### config.mk
export PLATFORM = sky130hd
export DESIGN_NAME = ecse_top
export DESIGN_NICKNAME = d
export VERILOG_FILES = /design/src/rtl/ecse_pkg.sv /design/src/rtl/ecse_pin_sync.sv /design/src/rtl/ecse_top.sv
export SDC_FILE = /design/constraint.sdc
export NUM_CORES = 1
export LEC_CHECK = 0
export ABC_AREA = 1
export BUFFER_PORTS_ARGS = -buffer_cell sky130_fd_sc_hd__clkbuf_2
export CORE_ASPECT_RATIO = 1.4
export CORE_MARGIN = 1
export CORE_UTILIZATION = 35
export DETAILED_ROUTE_END_ITERATION = 10
export GPL_TIMING_DRIVEN = 0
export PLACE_DENSITY_LB_ADDON = 0.3
export SLEW_MARGIN = 15
export SYNTH_ARGS = -nofsm -noshare
export SYNTH_HDL_FRONTEND = slang
export SYNTH_HIERARCHICAL = 1
export SYNTH_SLANG_ARGS = --single-unit
### constraint.sdc
create_clock -name sys_clk -period 1.01 [get_ports sys_clk]
set_input_delay 0 -clock sys_clk [delete_from_list [all_inputs] [get_ports sys_clk]]
set_output_delay 0 -clock sys_clk [all_outputs]
set_load 0.05 [all_outputs]
### src/rtl/ecse_pkg.sv
package ecse_pkg;

   // Register offsets
   localparam logic [6:0] ADDR_SYS_EN    = 7'h04;
   localparam logic [6:0] ADDR_SUP_EN    = 7'h1c;
   localparam logic [6:0] ADDR_TRX_EN    = 7'h23;
   localparam logic [6:0] ADDR_WAKE_EN   = 7'h4c;
   localparam logic [6:0] ADDR_GLOBAL_ST = 7'h60;
   localparam logic [6:0] ADDR_SYS_ST    = 7'h61;
   localparam logic [6:0] ADDR_SUP_ST    = 7'h62;
   localparam logic [6:0] ADDR_TRX_ST    = 7'h63;
   localparam logic [6:0] ADDR_WAKE_ST   = 7'h64;

   // System status and enable fields
   localparam int SYS_PO_BIT   = 4;
   localparam int SYS_OTW_BIT  = 2;
   localparam int SYS_SPIF_BIT = 1;
   localparam int SYS_WDF_BIT  = 0;
   // Supply fields
   localparam int SUP_OVR_BIT  = 2;
   localparam int SUP_UND_BIT  = 1;
   localparam int SUP_CORE_BIT = 0;
   // Transceiver fields
   localparam int TRX_PNFD_BIT = 5;
   localparam int TRX_SIL_BIT  = 4;
   localparam int TRX_FAIL_BIT = 1;
   localparam int TRX_WAKE_BIT = 0;
   // Wake pin fields
   localparam int WAKE_RISE_BIT = 1;
   localparam int WAKE_FALL_BIT = 0;
   // Global summary fields
   localparam int GLB_WAKE_BIT = 3;
   localparam int GLB_TRX_BIT  = 2;
   localparam int GLB_SUP_BIT  = 1;
   localparam int GLB_SYS_BIT  = 0;

   // Implemented bits; everything else reads zero
   localparam logic [7:0] SYS_ST_MASK   = 8'h17;
   localparam logic [7:0] SYS_EN_MASK   = 8'h06;
   localparam logic [7:0] SUP_MASK_FULL = 8'h07;
   localparam logic [7:0] SUP_MASK_CORE = 8'h01;
   localparam logic [7:0] TRX_ST_MASK   = 8'h33;
   localparam logic [7:0] TRX_EN_MASK   = 8'h13;
   localparam logic [7:0] WAKE_MASK     = 8'h03;

   // Reset values
   localparam logic [7:0] EN_RESET      = 8'h00;
   localparam logic [7:0] ST_RESET      = 8'h00;
   localparam logic [7:0] RDATA_RESET   = 8'h00;

   // Mode control value that qualifies the core undervoltage CAN failure
   localparam logic [1:0] CAN_MODE_ACTIVE = 2'h1;

endpackage : ecse_pkg

### src/rtl/ecse_pin_sync.sv
`timescale 1ns/1ps

// Wake pin synchroniser: three flops, a level change is accepted once
// the second and third stage agree, then one-cycle edge pulses.
module ecse_pin_sync (
   // Clock and reset
   input  wire logic sys_clk,
   input  wire logic srst,
   // Pin
   input  wire logic pin_in,
   // Edge events
   output logic      rise_pulse,
   output logic      fall_pulse
);

   typedef struct packed {
      logic       s1;
      logic       s2;
      logic       s3;
      logic [1:0] fill;
      logic       level;
      logic       primed;
      logic       rise;
      logic       fall;
   } ecse_sync_s;

   ecse_sync_s st_reg;
   ecse_sync_s st_next;

   always_comb begin
      st_next      = st_reg;
      st_next.s1   = pin_in;
      st_next.s2   = st_reg.s1;
      st_next.s3   = st_reg.s2;
      st_next.rise = 1'b0;
      st_next.fall = 1'b0;
      // Stages hold real pin samples only after three edges; before that
      // the reset zeros would be taken as the idle level
      if (st_reg.fill != 2'h3) begin
         st_next.fill = st_reg.fill + 2'h1;
      end
      // First agreed level after reset is taken as idle, not as an edge
      if ((st_reg.fill == 2'h3) && (st_reg.s2 == st_reg.s3)) begin
         st_next.primed = 1'b1;
         st_next.level  = st_reg.s3;
         if (st_reg.primed && (st_reg.s3 != st_reg.level)) begin
            st_next.rise = st_reg.s3;
            st_next.fall = ~st_reg.s3;
         end
      end
   end

   always_ff @(posedge sys_clk) begin
      if (srst) begin
         st_reg <= '0;
      end else begin
         st_reg <= st_next;
      end
   end

   assign rise_pulse = st_reg.rise;
   assign fall_pulse = st_reg.fall;

endmodule : ecse_pin_sync

### src/rtl/ecse_top.sv
`timescale 1ns/1ps

// Notes on behaviour
// - Core supply undervoltage sets supply status bit 0.
// - Sensor supply undervoltage sets supply status bit 1.
// - Sensor supply overvoltage sets supply status bit 2.
// - Without sensor supply, its bits read zero.
// - Frame detector error always sets transceiver bit 5.
// - Bus silence timeout sets transceiver status bit 4.
// - Mode 01 undervoltage or clamped transmit sets bit 1.
// - Wake-up while offline sets transceiver status bit 0.
// - Wake input rising edge sets wake bit 1.
// - Wake input falling edge sets wake bit 0.
// - System enable bit 2 gates overtemperature warning.
// - System enable bit 1 gates SPI failure; bit0 reserved.
// - Supply enable bit 0 gates core undervoltage.
// - Supply enable bits 1,2 gate sensor events.
// - Transceiver enable bit 4 gates bus silence.
// - Transceiver enable bits 1,0 gate failure, wake.
// - Wake enable bits 1,0 gate rise, fall.
// - Flags set only when enabled; some always captured.
// - Writing 1 clears a flag; 0 keeps it.
// - Offline with core supply: pending events pull receive low.
// - Global summary shows one pending bit per group.
module ecse_top #(
   parameter bit HAS_SENSOR_SUPPLY = 1'b1
) (
   // Clock and reset
   input  wire logic       sys_clk,
   input  wire logic       srst,
   // Register port
   input  wire logic [6:0] reg_addr,
   input  wire logic       reg_wr_en,
   input  wire logic       reg_rd_en,
   input  wire logic [7:0] reg_wdata,
   output logic      [7:0] reg_rdata,
   output logic            reg_rvalid,
   // System event sources
   input  wire logic       power_on_evt,
   input  wire logic       watchdog_fail_evt,
   input  wire logic       overtemp_warn_evt,
   input  wire logic       spi_fail_evt,
   // Supply event sources
   input  wire logic       core_undervolt_evt,
   input  wire logic       sensor_undervolt_evt,
   input  wire logic       sensor_overvolt_evt,
   // Transceiver event sources and state
   input  wire logic       pn_frame_err_evt,
   input  wire logic       bus_silence_evt,
   input  wire logic [1:0] can_mode_control,
   input  wire logic       trx_core_uv_off,
   input  wire logic       txd_clamped,
   input  wire logic       can_wake_evt,
   input  wire logic       trx_offline,
   input  wire logic       core_supply_active,
   // Wake pin
   input  wire logic       wake_pin,
   // Receive line indication
   output logic            rxd_force_low
);

   typedef struct packed {
      logic [7:0] sys_en;
      logic [7:0] sup_en;
      logic [7:0] trx_en;
      logic [7:0] wake_en;
      logic [7:0] sys_st;
      logic [7:0] sup_st;
      logic [7:0] trx_st;
      logic [7:0] wake_st;
      logic       fail_cond_prev;
      logic [7:0] rdata;
      logic       rvalid;
      logic       rxd_low;
   } ecse_state_s;

   ecse_state_s st_reg;
   ecse_state_s st_next;

   logic wake_rise;
   logic wake_fall;

   // Sensor supply bits only exist on variants that have the output
   localparam logic [7:0] SUP_MASK = HAS_SENSOR_SUPPLY ?
      ecse_pkg::SUP_MASK_FULL : ecse_pkg::SUP_MASK_CORE;

   ecse_pin_sync u_wake_sync (
      .sys_clk    (sys_clk),
      .srst       (srst),
      .pin_in     (wake_pin),
      .rise_pulse (wake_rise),
      .fall_pulse (wake_fall)
   );

   // Write data aimed at one register, zero otherwise
   function automatic logic [7:0] wr_bits(input logic [6:0] addr);
      wr_bits = (reg_wr_en && (reg_addr == addr)) ? reg_wdata : 8'h00;
   endfunction : wr_bits

   function automatic logic wr_hit(input logic [6:0] addr);
      wr_hit = reg_wr_en && (reg_addr == addr);
   endfunction : wr_hit

   logic [7:0] sys_set;
   logic [7:0] sup_set;
   logic [7:0] trx_set;
   logic [7:0] wake_set;
   logic [7:0] global_st;
   logic       fail_cond;

   always_comb begin
      st_next = st_reg;

      // Failure captured on the onset of the condition, so a held
      // condition does not re-raise the flag right after a clear
      fail_cond = ((can_mode_control == ecse_pkg::CAN_MODE_ACTIVE)
                   && trx_core_uv_off) || txd_clamped;
      st_next.fail_cond_prev = fail_cond;

      sys_set = 8'h00;
      sys_set[ecse_pkg::SYS_PO_BIT]   = power_on_evt;
      sys_set[ecse_pkg::SYS_WDF_BIT]  = watchdog_fail_evt;
      sys_set[ecse_pkg::SYS_OTW_BIT]  = overtemp_warn_evt
         && st_reg.sys_en[ecse_pkg::SYS_OTW_BIT];
      sys_set[ecse_pkg::SYS_SPIF_BIT] = spi_fail_evt
         && st_reg.sys_en[ecse_pkg::SYS_SPIF_BIT];

      sup_set = 8'h00;
      sup_set[ecse_pkg::SUP_CORE_BIT] = core_undervolt_evt
         && st_reg.sup_en[ecse_pkg::SUP_CORE_BIT];
      sup_set[ecse_pkg::SUP_UND_BIT]  = sensor_undervolt_evt
         && st_reg.sup_en[ecse_pkg::SUP_UND_BIT];
      sup_set[ecse_pkg::SUP_OVR_BIT]  = sensor_overvolt_evt
         && st_reg.sup_en[ecse_pkg::SUP_OVR_BIT];
      sup_set = sup_set & SUP_MASK;

      trx_set = 8'h00;
      trx_set[ecse_pkg::TRX_PNFD_BIT] = pn_frame_err_evt;
      trx_set[ecse_pkg::TRX_SIL_BIT]  = bus_silence_evt
         && st_reg.trx_en[ecse_pkg::TRX_SIL_BIT];
      trx_set[ecse_pkg::TRX_FAIL_BIT] = fail_cond && !st_reg.fail_cond_prev
         && st_reg.trx_en[ecse_pkg::TRX_FAIL_BIT];
      trx_set[ecse_pkg::TRX_WAKE_BIT] = can_wake_evt && trx_offline
         && st_reg.trx_en[ecse_pkg::TRX_WAKE_BIT];

      wake_set = 8'h00;
      wake_set[ecse_pkg::WAKE_RISE_BIT] = wake_rise
         && st_reg.wake_en[ecse_pkg::WAKE_RISE_BIT];
      wake_set[ecse_pkg::WAKE_FALL_BIT] = wake_fall
         && st_reg.wake_en[ecse_pkg::WAKE_FALL_BIT];

      // Set wins over a clear in the same cycle, so no event is lost
      st_next.sys_st  = ((st_reg.sys_st & ~wr_bits(ecse_pkg::ADDR_SYS_ST))
                         | sys_set) & ecse_pkg::SYS_ST_MASK;
      st_next.sup_st  = ((st_reg.sup_st & ~wr_bits(ecse_pkg::ADDR_SUP_ST))
                         | sup_set) & SUP_MASK;
      st_next.trx_st  = ((st_reg.trx_st & ~wr_bits(ecse_pkg::ADDR_TRX_ST))
                         | trx_set) & ecse_pkg::TRX_ST_MASK;
      st_next.wake_st = ((st_reg.wake_st
                          & ~wr_bits(ecse_pkg::ADDR_WAKE_ST))
                         | wake_set) & ecse_pkg::WAKE_MASK;

      if (wr_hit(ecse_pkg::ADDR_SYS_EN)) begin
         st_next.sys_en = reg_wdata & ecse_pkg::SYS_EN_MASK;
      end
      if (wr_hit(ecse_pkg::ADDR_SUP_EN)) begin
         st_next.sup_en = reg_wdata & SUP_MASK;
      end
      if (wr_hit(ecse_pkg::ADDR_TRX_EN)) begin
         st_next.trx_en = reg_wdata & ecse_pkg::TRX_EN_MASK;
      end
      if (wr_hit(ecse_pkg::ADDR_WAKE_EN)) begin
         st_next.wake_en = reg_wdata & ecse_pkg::WAKE_MASK;
      end

      global_st = 8'h00;
      global_st[ecse_pkg::GLB_SYS_BIT]  = |st_reg.sys_st;
      global_st[ecse_pkg::GLB_SUP_BIT]  = |st_reg.sup_st;
      global_st[ecse_pkg::GLB_TRX_BIT]  = |st_reg.trx_st;
      global_st[ecse_pkg::GLB_WAKE_BIT] = |st_reg.wake_st;

      st_next.rxd_low = trx_offline && core_supply_active
                        && (|global_st);

      // Reads return the value before any same-cycle write
      st_next.rvalid = reg_rd_en;
      st_next.rdata  = st_reg.rdata;
      if (reg_rd_en) begin
         case (reg_addr)
            ecse_pkg::ADDR_SYS_EN:    st_next.rdata = st_reg.sys_en;
            ecse_pkg::ADDR_SUP_EN:    st_next.rdata = st_reg.sup_en;
            ecse_pkg::ADDR_TRX_EN:    st_next.rdata = st_reg.trx_en;
            ecse_pkg::ADDR_WAKE_EN:   st_next.rdata = st_reg.wake_en;
            ecse_pkg::ADDR_GLOBAL_ST: st_next.rdata = global_st;
            ecse_pkg::ADDR_SYS_ST:    st_next.rdata = st_reg.sys_st;
            ecse_pkg::ADDR_SUP_ST:    st_next.rdata = st_reg.sup_st;
            ecse_pkg::ADDR_TRX_ST:    st_next.rdata = st_reg.trx_st;
            ecse_pkg::ADDR_WAKE_ST:   st_next.rdata = st_reg.wake_st;
            default:                  st_next.rdata = 8'h00;
         endcase
      end
   end

   always_ff @(posedge sys_clk) begin
      if (srst) begin
         st_reg         <= '0;
         st_reg.sys_en  <= ecse_pkg::EN_RESET;
         st_reg.sup_en  <= ecse_pkg::EN_RESET;
         st_reg.trx_en  <= ecse_pkg::EN_RESET;
         st_reg.wake_en <= ecse_pkg::EN_RESET;
         st_reg.sys_st  <= ecse_pkg::ST_RESET;
         st_reg.sup_st  <= ecse_pkg::ST_RESET;
         st_reg.trx_st  <= ecse_pkg::ST_RESET;
         st_reg.wake_st <= ecse_pkg::ST_RESET;
         st_reg.rdata   <= ecse_pkg::RDATA_RESET;
      end else begin
         st_reg <= st_next;
      end
   end

   assign reg_rdata     = st_reg.rdata;
   assign reg_rvalid    = st_reg.rvalid;
   assign rxd_force_low = st_reg.rxd_low;
endmodule : ecse_top

# [After elaboration in Yosys (flattened, before gate mapping)]
# Cells that the tools add are included.
[word_totals] elab_cells=88 register_bits=43
[op_classes] reduce_logical=33 n_eq_ne=14 add_sub_neg=1 bitwise=15 mux=5
[ops] cell="$pmux 6 s9" n=1
[ops] cell="$eq 7x7->1 const B" n=6
[ops] cell="$reduce_or 32->1" n=1
[ops] cell="$reduce_or 8->1" n=4
[ops] cell="$logic_and 1x1->1" n=25
[ops] cell="$eq 7x3->1 const B" n=1
[ops] cell="$eq 7x5->1 const B" n=1
[ops] cell="$eq 7x6->1 const B" n=1
[ops] cell="$and 6x6->6" n=1
[ops] cell="$mux 6" n=1
[ops] cell="$not 6->6" n=1
[ops] cell="$or 6x6->6" n=1
[ops] cell="$and 5x5->5" n=1
[ops] cell="$mux 5" n=1
[ops] cell="$not 5->5" n=1
[ops] cell="$or 5x5->5" n=1
[ops] cell="$and 3x3->3" n=1
[ops] cell="$mux 3" n=1
[ops] cell="$not 1->1" n=3
[ops] cell="$not 3->3" n=1
[ops] cell="$or 3x3->3" n=1
[ops] cell="$reduce_or 3->1" n=1
[ops] cell="$add 2x1->2 const B" n=1
[ops] cell="$and 2x2->2" n=1
[ops] cell="10 further kinds" n=10

# [Longest topological paths before layout]
[depth] depth_word=6 depth_mapped=11 mapped_depth_nobuf=11

# [Cells and area by module]
# Netlist, hierarchy kept.
[by_module_without_submodules] module="ecse_top" seq_area_each_um2=640.6 cells_per_inst=245 area_per_inst_um2=1621.6 instances=1
[by_module_without_submodules] module="ecse_pin_sync" seq_area_each_um2=180.2 cells_per_inst=36 area_per_inst_um2=325.3 instances=1

# [Worst setup path before layout]
# Ideal clock, no wire load.
[synth_timing] kind="flip-flop to flip-flop" startpoint="register st_reg[12] (netlist name)" endpoint="register st_reg, in the netlist rxd_force_low" required_time_ps=889 arrival_time_ps=890 setup_slack_ps=-2 path_stages_with_launch=4 n_path_buf=0 cell_sequence="dfxtp_1 -> or2_2 -> nor4_1 -> nor2_1"
[synth_between] elab_chain_len=2
[synth_rtl] item="from (decl)" line_no="ecse_top.sv:77" source="ecse_state_s st_reg;"
[synth_rtl] item="from (signal assigned)" line_no="ecse_top.sv:217" source="st_reg <= st_next;"
[synth_rtl] item="$reduce_or 32->1" line_no="ecse_top.sv:183" source="&& (|global_st);"
[synth_rtl] item="$logic_and 1x1->1" line_no="ecse_top.sv:183"
# Every way passes these cells.
# A chain may end at the register's enable or synchronous reset.

# [Final worst setup path]
[layout_timing] startpoint="register st_reg[29] (netlist name)" endpoint="register st_reg, in the netlist rxd_force_low"
# The elaborated chain is that of the path after synthesis.

==> results.py <==
metrics = {
    "outcome": {
        "status": "finished, violations left",
        "violations": "negative setup slack",
    },
    "sta": {
        "clock_skew_ns": 0.00944,
        "finalWorstSetupSlack_ns": -0.0461,
        "hold_violations": 0,
        "period_share_pct": 105,
        "drv_slew": 0,
        "fmax_mhz": 947,
        "min_period_ns": 1.06,
        "setup_viol": 2,
        "worst_pin_slew_ns": 0.594,
        "slew-limit-headroom_pct": 60.4,
        "rsz0062_at_grt": "true",
    },
    "yosys": {
        "yosysUniqueCellTypes": 27,
        "avgSynthCellArea_um2": 6.93,
        "synth_cells": 281,
        "yosysTopAreaCellShare_pct": 42.2,
        "synth-seq-cells": 41,
        "ys_warn_count": 6,
        "synth_common_cells": "53 x nand2_1, 41 x dfxtp_1, 38 x inv_1",
        "async_reset_ff_share_pct": 0,
        "yosysTopAreaCell": "dfxtp_1",
        "synthFlopType": "dfxtp_1",
        "synth_area_leaders": "dfxtp_1 42%, nand2_1 10%, a21oi_1 7.5%, nand3_1 7.5%, inv_1 7.3%",
        "ys_seq_area_share_pct": 42.2,
        "netlist_area_um2": 1950,
        "synth_most_common_cell": "nand2_1",
        "synth-edff-count": 0,
    },
    "global_route": {
        "grt_overflow": 0,
        "track_usage_pct": 18.0,
        "grt_max_degree": 13,
        "antenna_found_initial": 0,
        "grt_pass1_vias": 1851,
        "grt_pass1_wl_mm": 8.10,
    },
    "worst_hold_path": {
        "min_path_type": "in2reg",
    },
    "place": {
        "place_inst": 387,
        "port_buffers": 39,
        "place_ws_ns": -0.261,
        "hpwl_mm": 3.70,
        "gp_congestion": 0.859,
    },
    "final_layout": {
        "largest_register_ffs": 24,
        "fill_cells": 567,
        "fin_util_pct": 50.0,
        "fin_cells": 416,
        "antenna-diode-count": 0,
        "fin_nets": 386,
        "drive_above_1_share_pct": 28.0,
        "area_growth_pct": 35.5,
    },
    "cts": {
        "cts.clk_slew.worst_paths_ns": 0.08,
        "cts_root_buffer": "clkbuf_8",
        "cts.sinks": 41,
        "numCtsBuffers": 5,
        "worstSkewPairLatency_ns": 0.29,
        "htree_levels": 2,
        "cts_tree": "built",
        "cts_max_path_buffers": 2,
    },
    "pwr": {
        "p_leak_uw": 0.00116,
        "ir_worst_vdd_mv": 1.00,
        "powerDensity_nw_per_um2": 1250,
        "finalPower_uw": 3290,
    },
    "routing": {
        "wl_per_cell_um": 11.9,
        "ant_nets": 0,
        "drc_errors": 0,
        "num_vias": 1980,
        "drt_iter0_drc": 109,
        "firstDrtPassIters": 4,
        "via_per_inst": 4.76,
        "wl_mm": 4.95,
    },
    "setup_path": {
        "max_stage_delay_ns": 0.33,
        "crit_type": "reg2reg",
        "crit_path_cell_trace": "nor2_2, nand2_2, buf_4, nor4_4, nor2_1",
        "cpMaxStageDelayCell": "dfxtp_2",
        "cp.required_ns": 1.20,
        "critical_path_arrival_ns": 1.24,
        "cp_max_fo": 2,
        "start_kind": "flip-flop",
        "cp-end-kind": "flip-flop",
    },
    "floorplan": {
        "die_w_um": 65.0,
        "start_util_pct": 36.9,
        "io_pins": 46,
        "die-area_um2": 5870,
        "rows": 31,
        "die_h_um": 90.2,
        "core_area_um2": 5280,
    },
    "job": {
        "cap_violations": 0,
    },
}
[worst max-delay path, delay by kind of cell (launching register included)]
| family | cells | cell delay, ns |
|---|---|---|
| flip-flops | 1 | 0.33 |
| buffers and inverters | 1 | 0.14 |
| AND/OR/NAND/NOR | 4 | 0.47 |
[cells by family after synthesis]
group	share of synthesized area, %
other	0.193
buffers and inverters	11.6
adders and majority gates	0.643
DFF	42.2
and+or+nand+nor	29.2
AOI/OAI and AO/OA	16.1
[layer usage]
layer	vias to the layer above	GRT usage [%]	wire length (um)
li1	1033	-	-
met1	893	18.8	1990
met2	41	32.4	2640
met3	13	4.31	150
met4	0	8.70	174
met5	-	0	0
[layout by cell type (no fill, tap or decap), drive strengths merged, types with 14 or more instances in the layout]
master,n
nor2,31
dlygate4sd3,17
a21oi,31
nand3,31
dfxtp,41
inv,39
clkbuf,48
buf,14
o21ai,28
nand2,56
[where the power goes]
| group | switching (uW) | internal (uW) |
|---|---|---|
| combinational | 252 | 179 |
| clock | 550 | 617 |
| sequential | 31.8 | 1660 |
[worst paths after layout]
| kind | startpoint | to | slack (ns) | cells past startpoint |
|---|---|---|---|---|
| hold reg to reg | u_wake_sync/st_next[7] | u_wake_sync/st_next[6] | 0.41 | 2 |
| setup / recovery | st_reg[29] | rxd_force_low | -0.05 | 5 |
| setup reg to reg | st_reg[29] | rxd_force_low | -0.05 | 5 |
| hold / removal | srst | u_wake_sync/st_next[6] | 0.01 | 2 |
[final cells by class]
type / instances / area, um2 / area share (%)
multi-input combinational: 189 / 987 / 37.4
sequential: 41 / 832 / 31.5
timing repair buffer: 60 / 408 / 15.5
inverter: 40 / 151 / 5.74
clock buffer: 7 / 96.3 / 3.65
tap: 66 / 82.6 / 3.13
buffer: 12 / 75.1 / 2.85
clock inverter: 1 / 5.00 / 0.190
[timing repair]
action / CTS / global route
setup endpoints to repair: 5 / 21
gates resized for setup: 12 / 32
buffers inserted: 3 / 1
endpoints found under the hold margin: 14 / 0
pin swaps: 6 / 4
hold buffers: 17 / 0
[through the flow]
step	area (um2)	TNS, ns	hold WS [ns]
finish	2640	-0.0706	0.0120
global route	2640	-0.339	0.0285
CTS	2560	-0.170	0.00725
detailed placement	2230	-3.70	0.200
global placement	2230	-2.98	0.194
floorplan	1950	0	0.0712
Note: power is estimated with default switching activity, not from simulation.
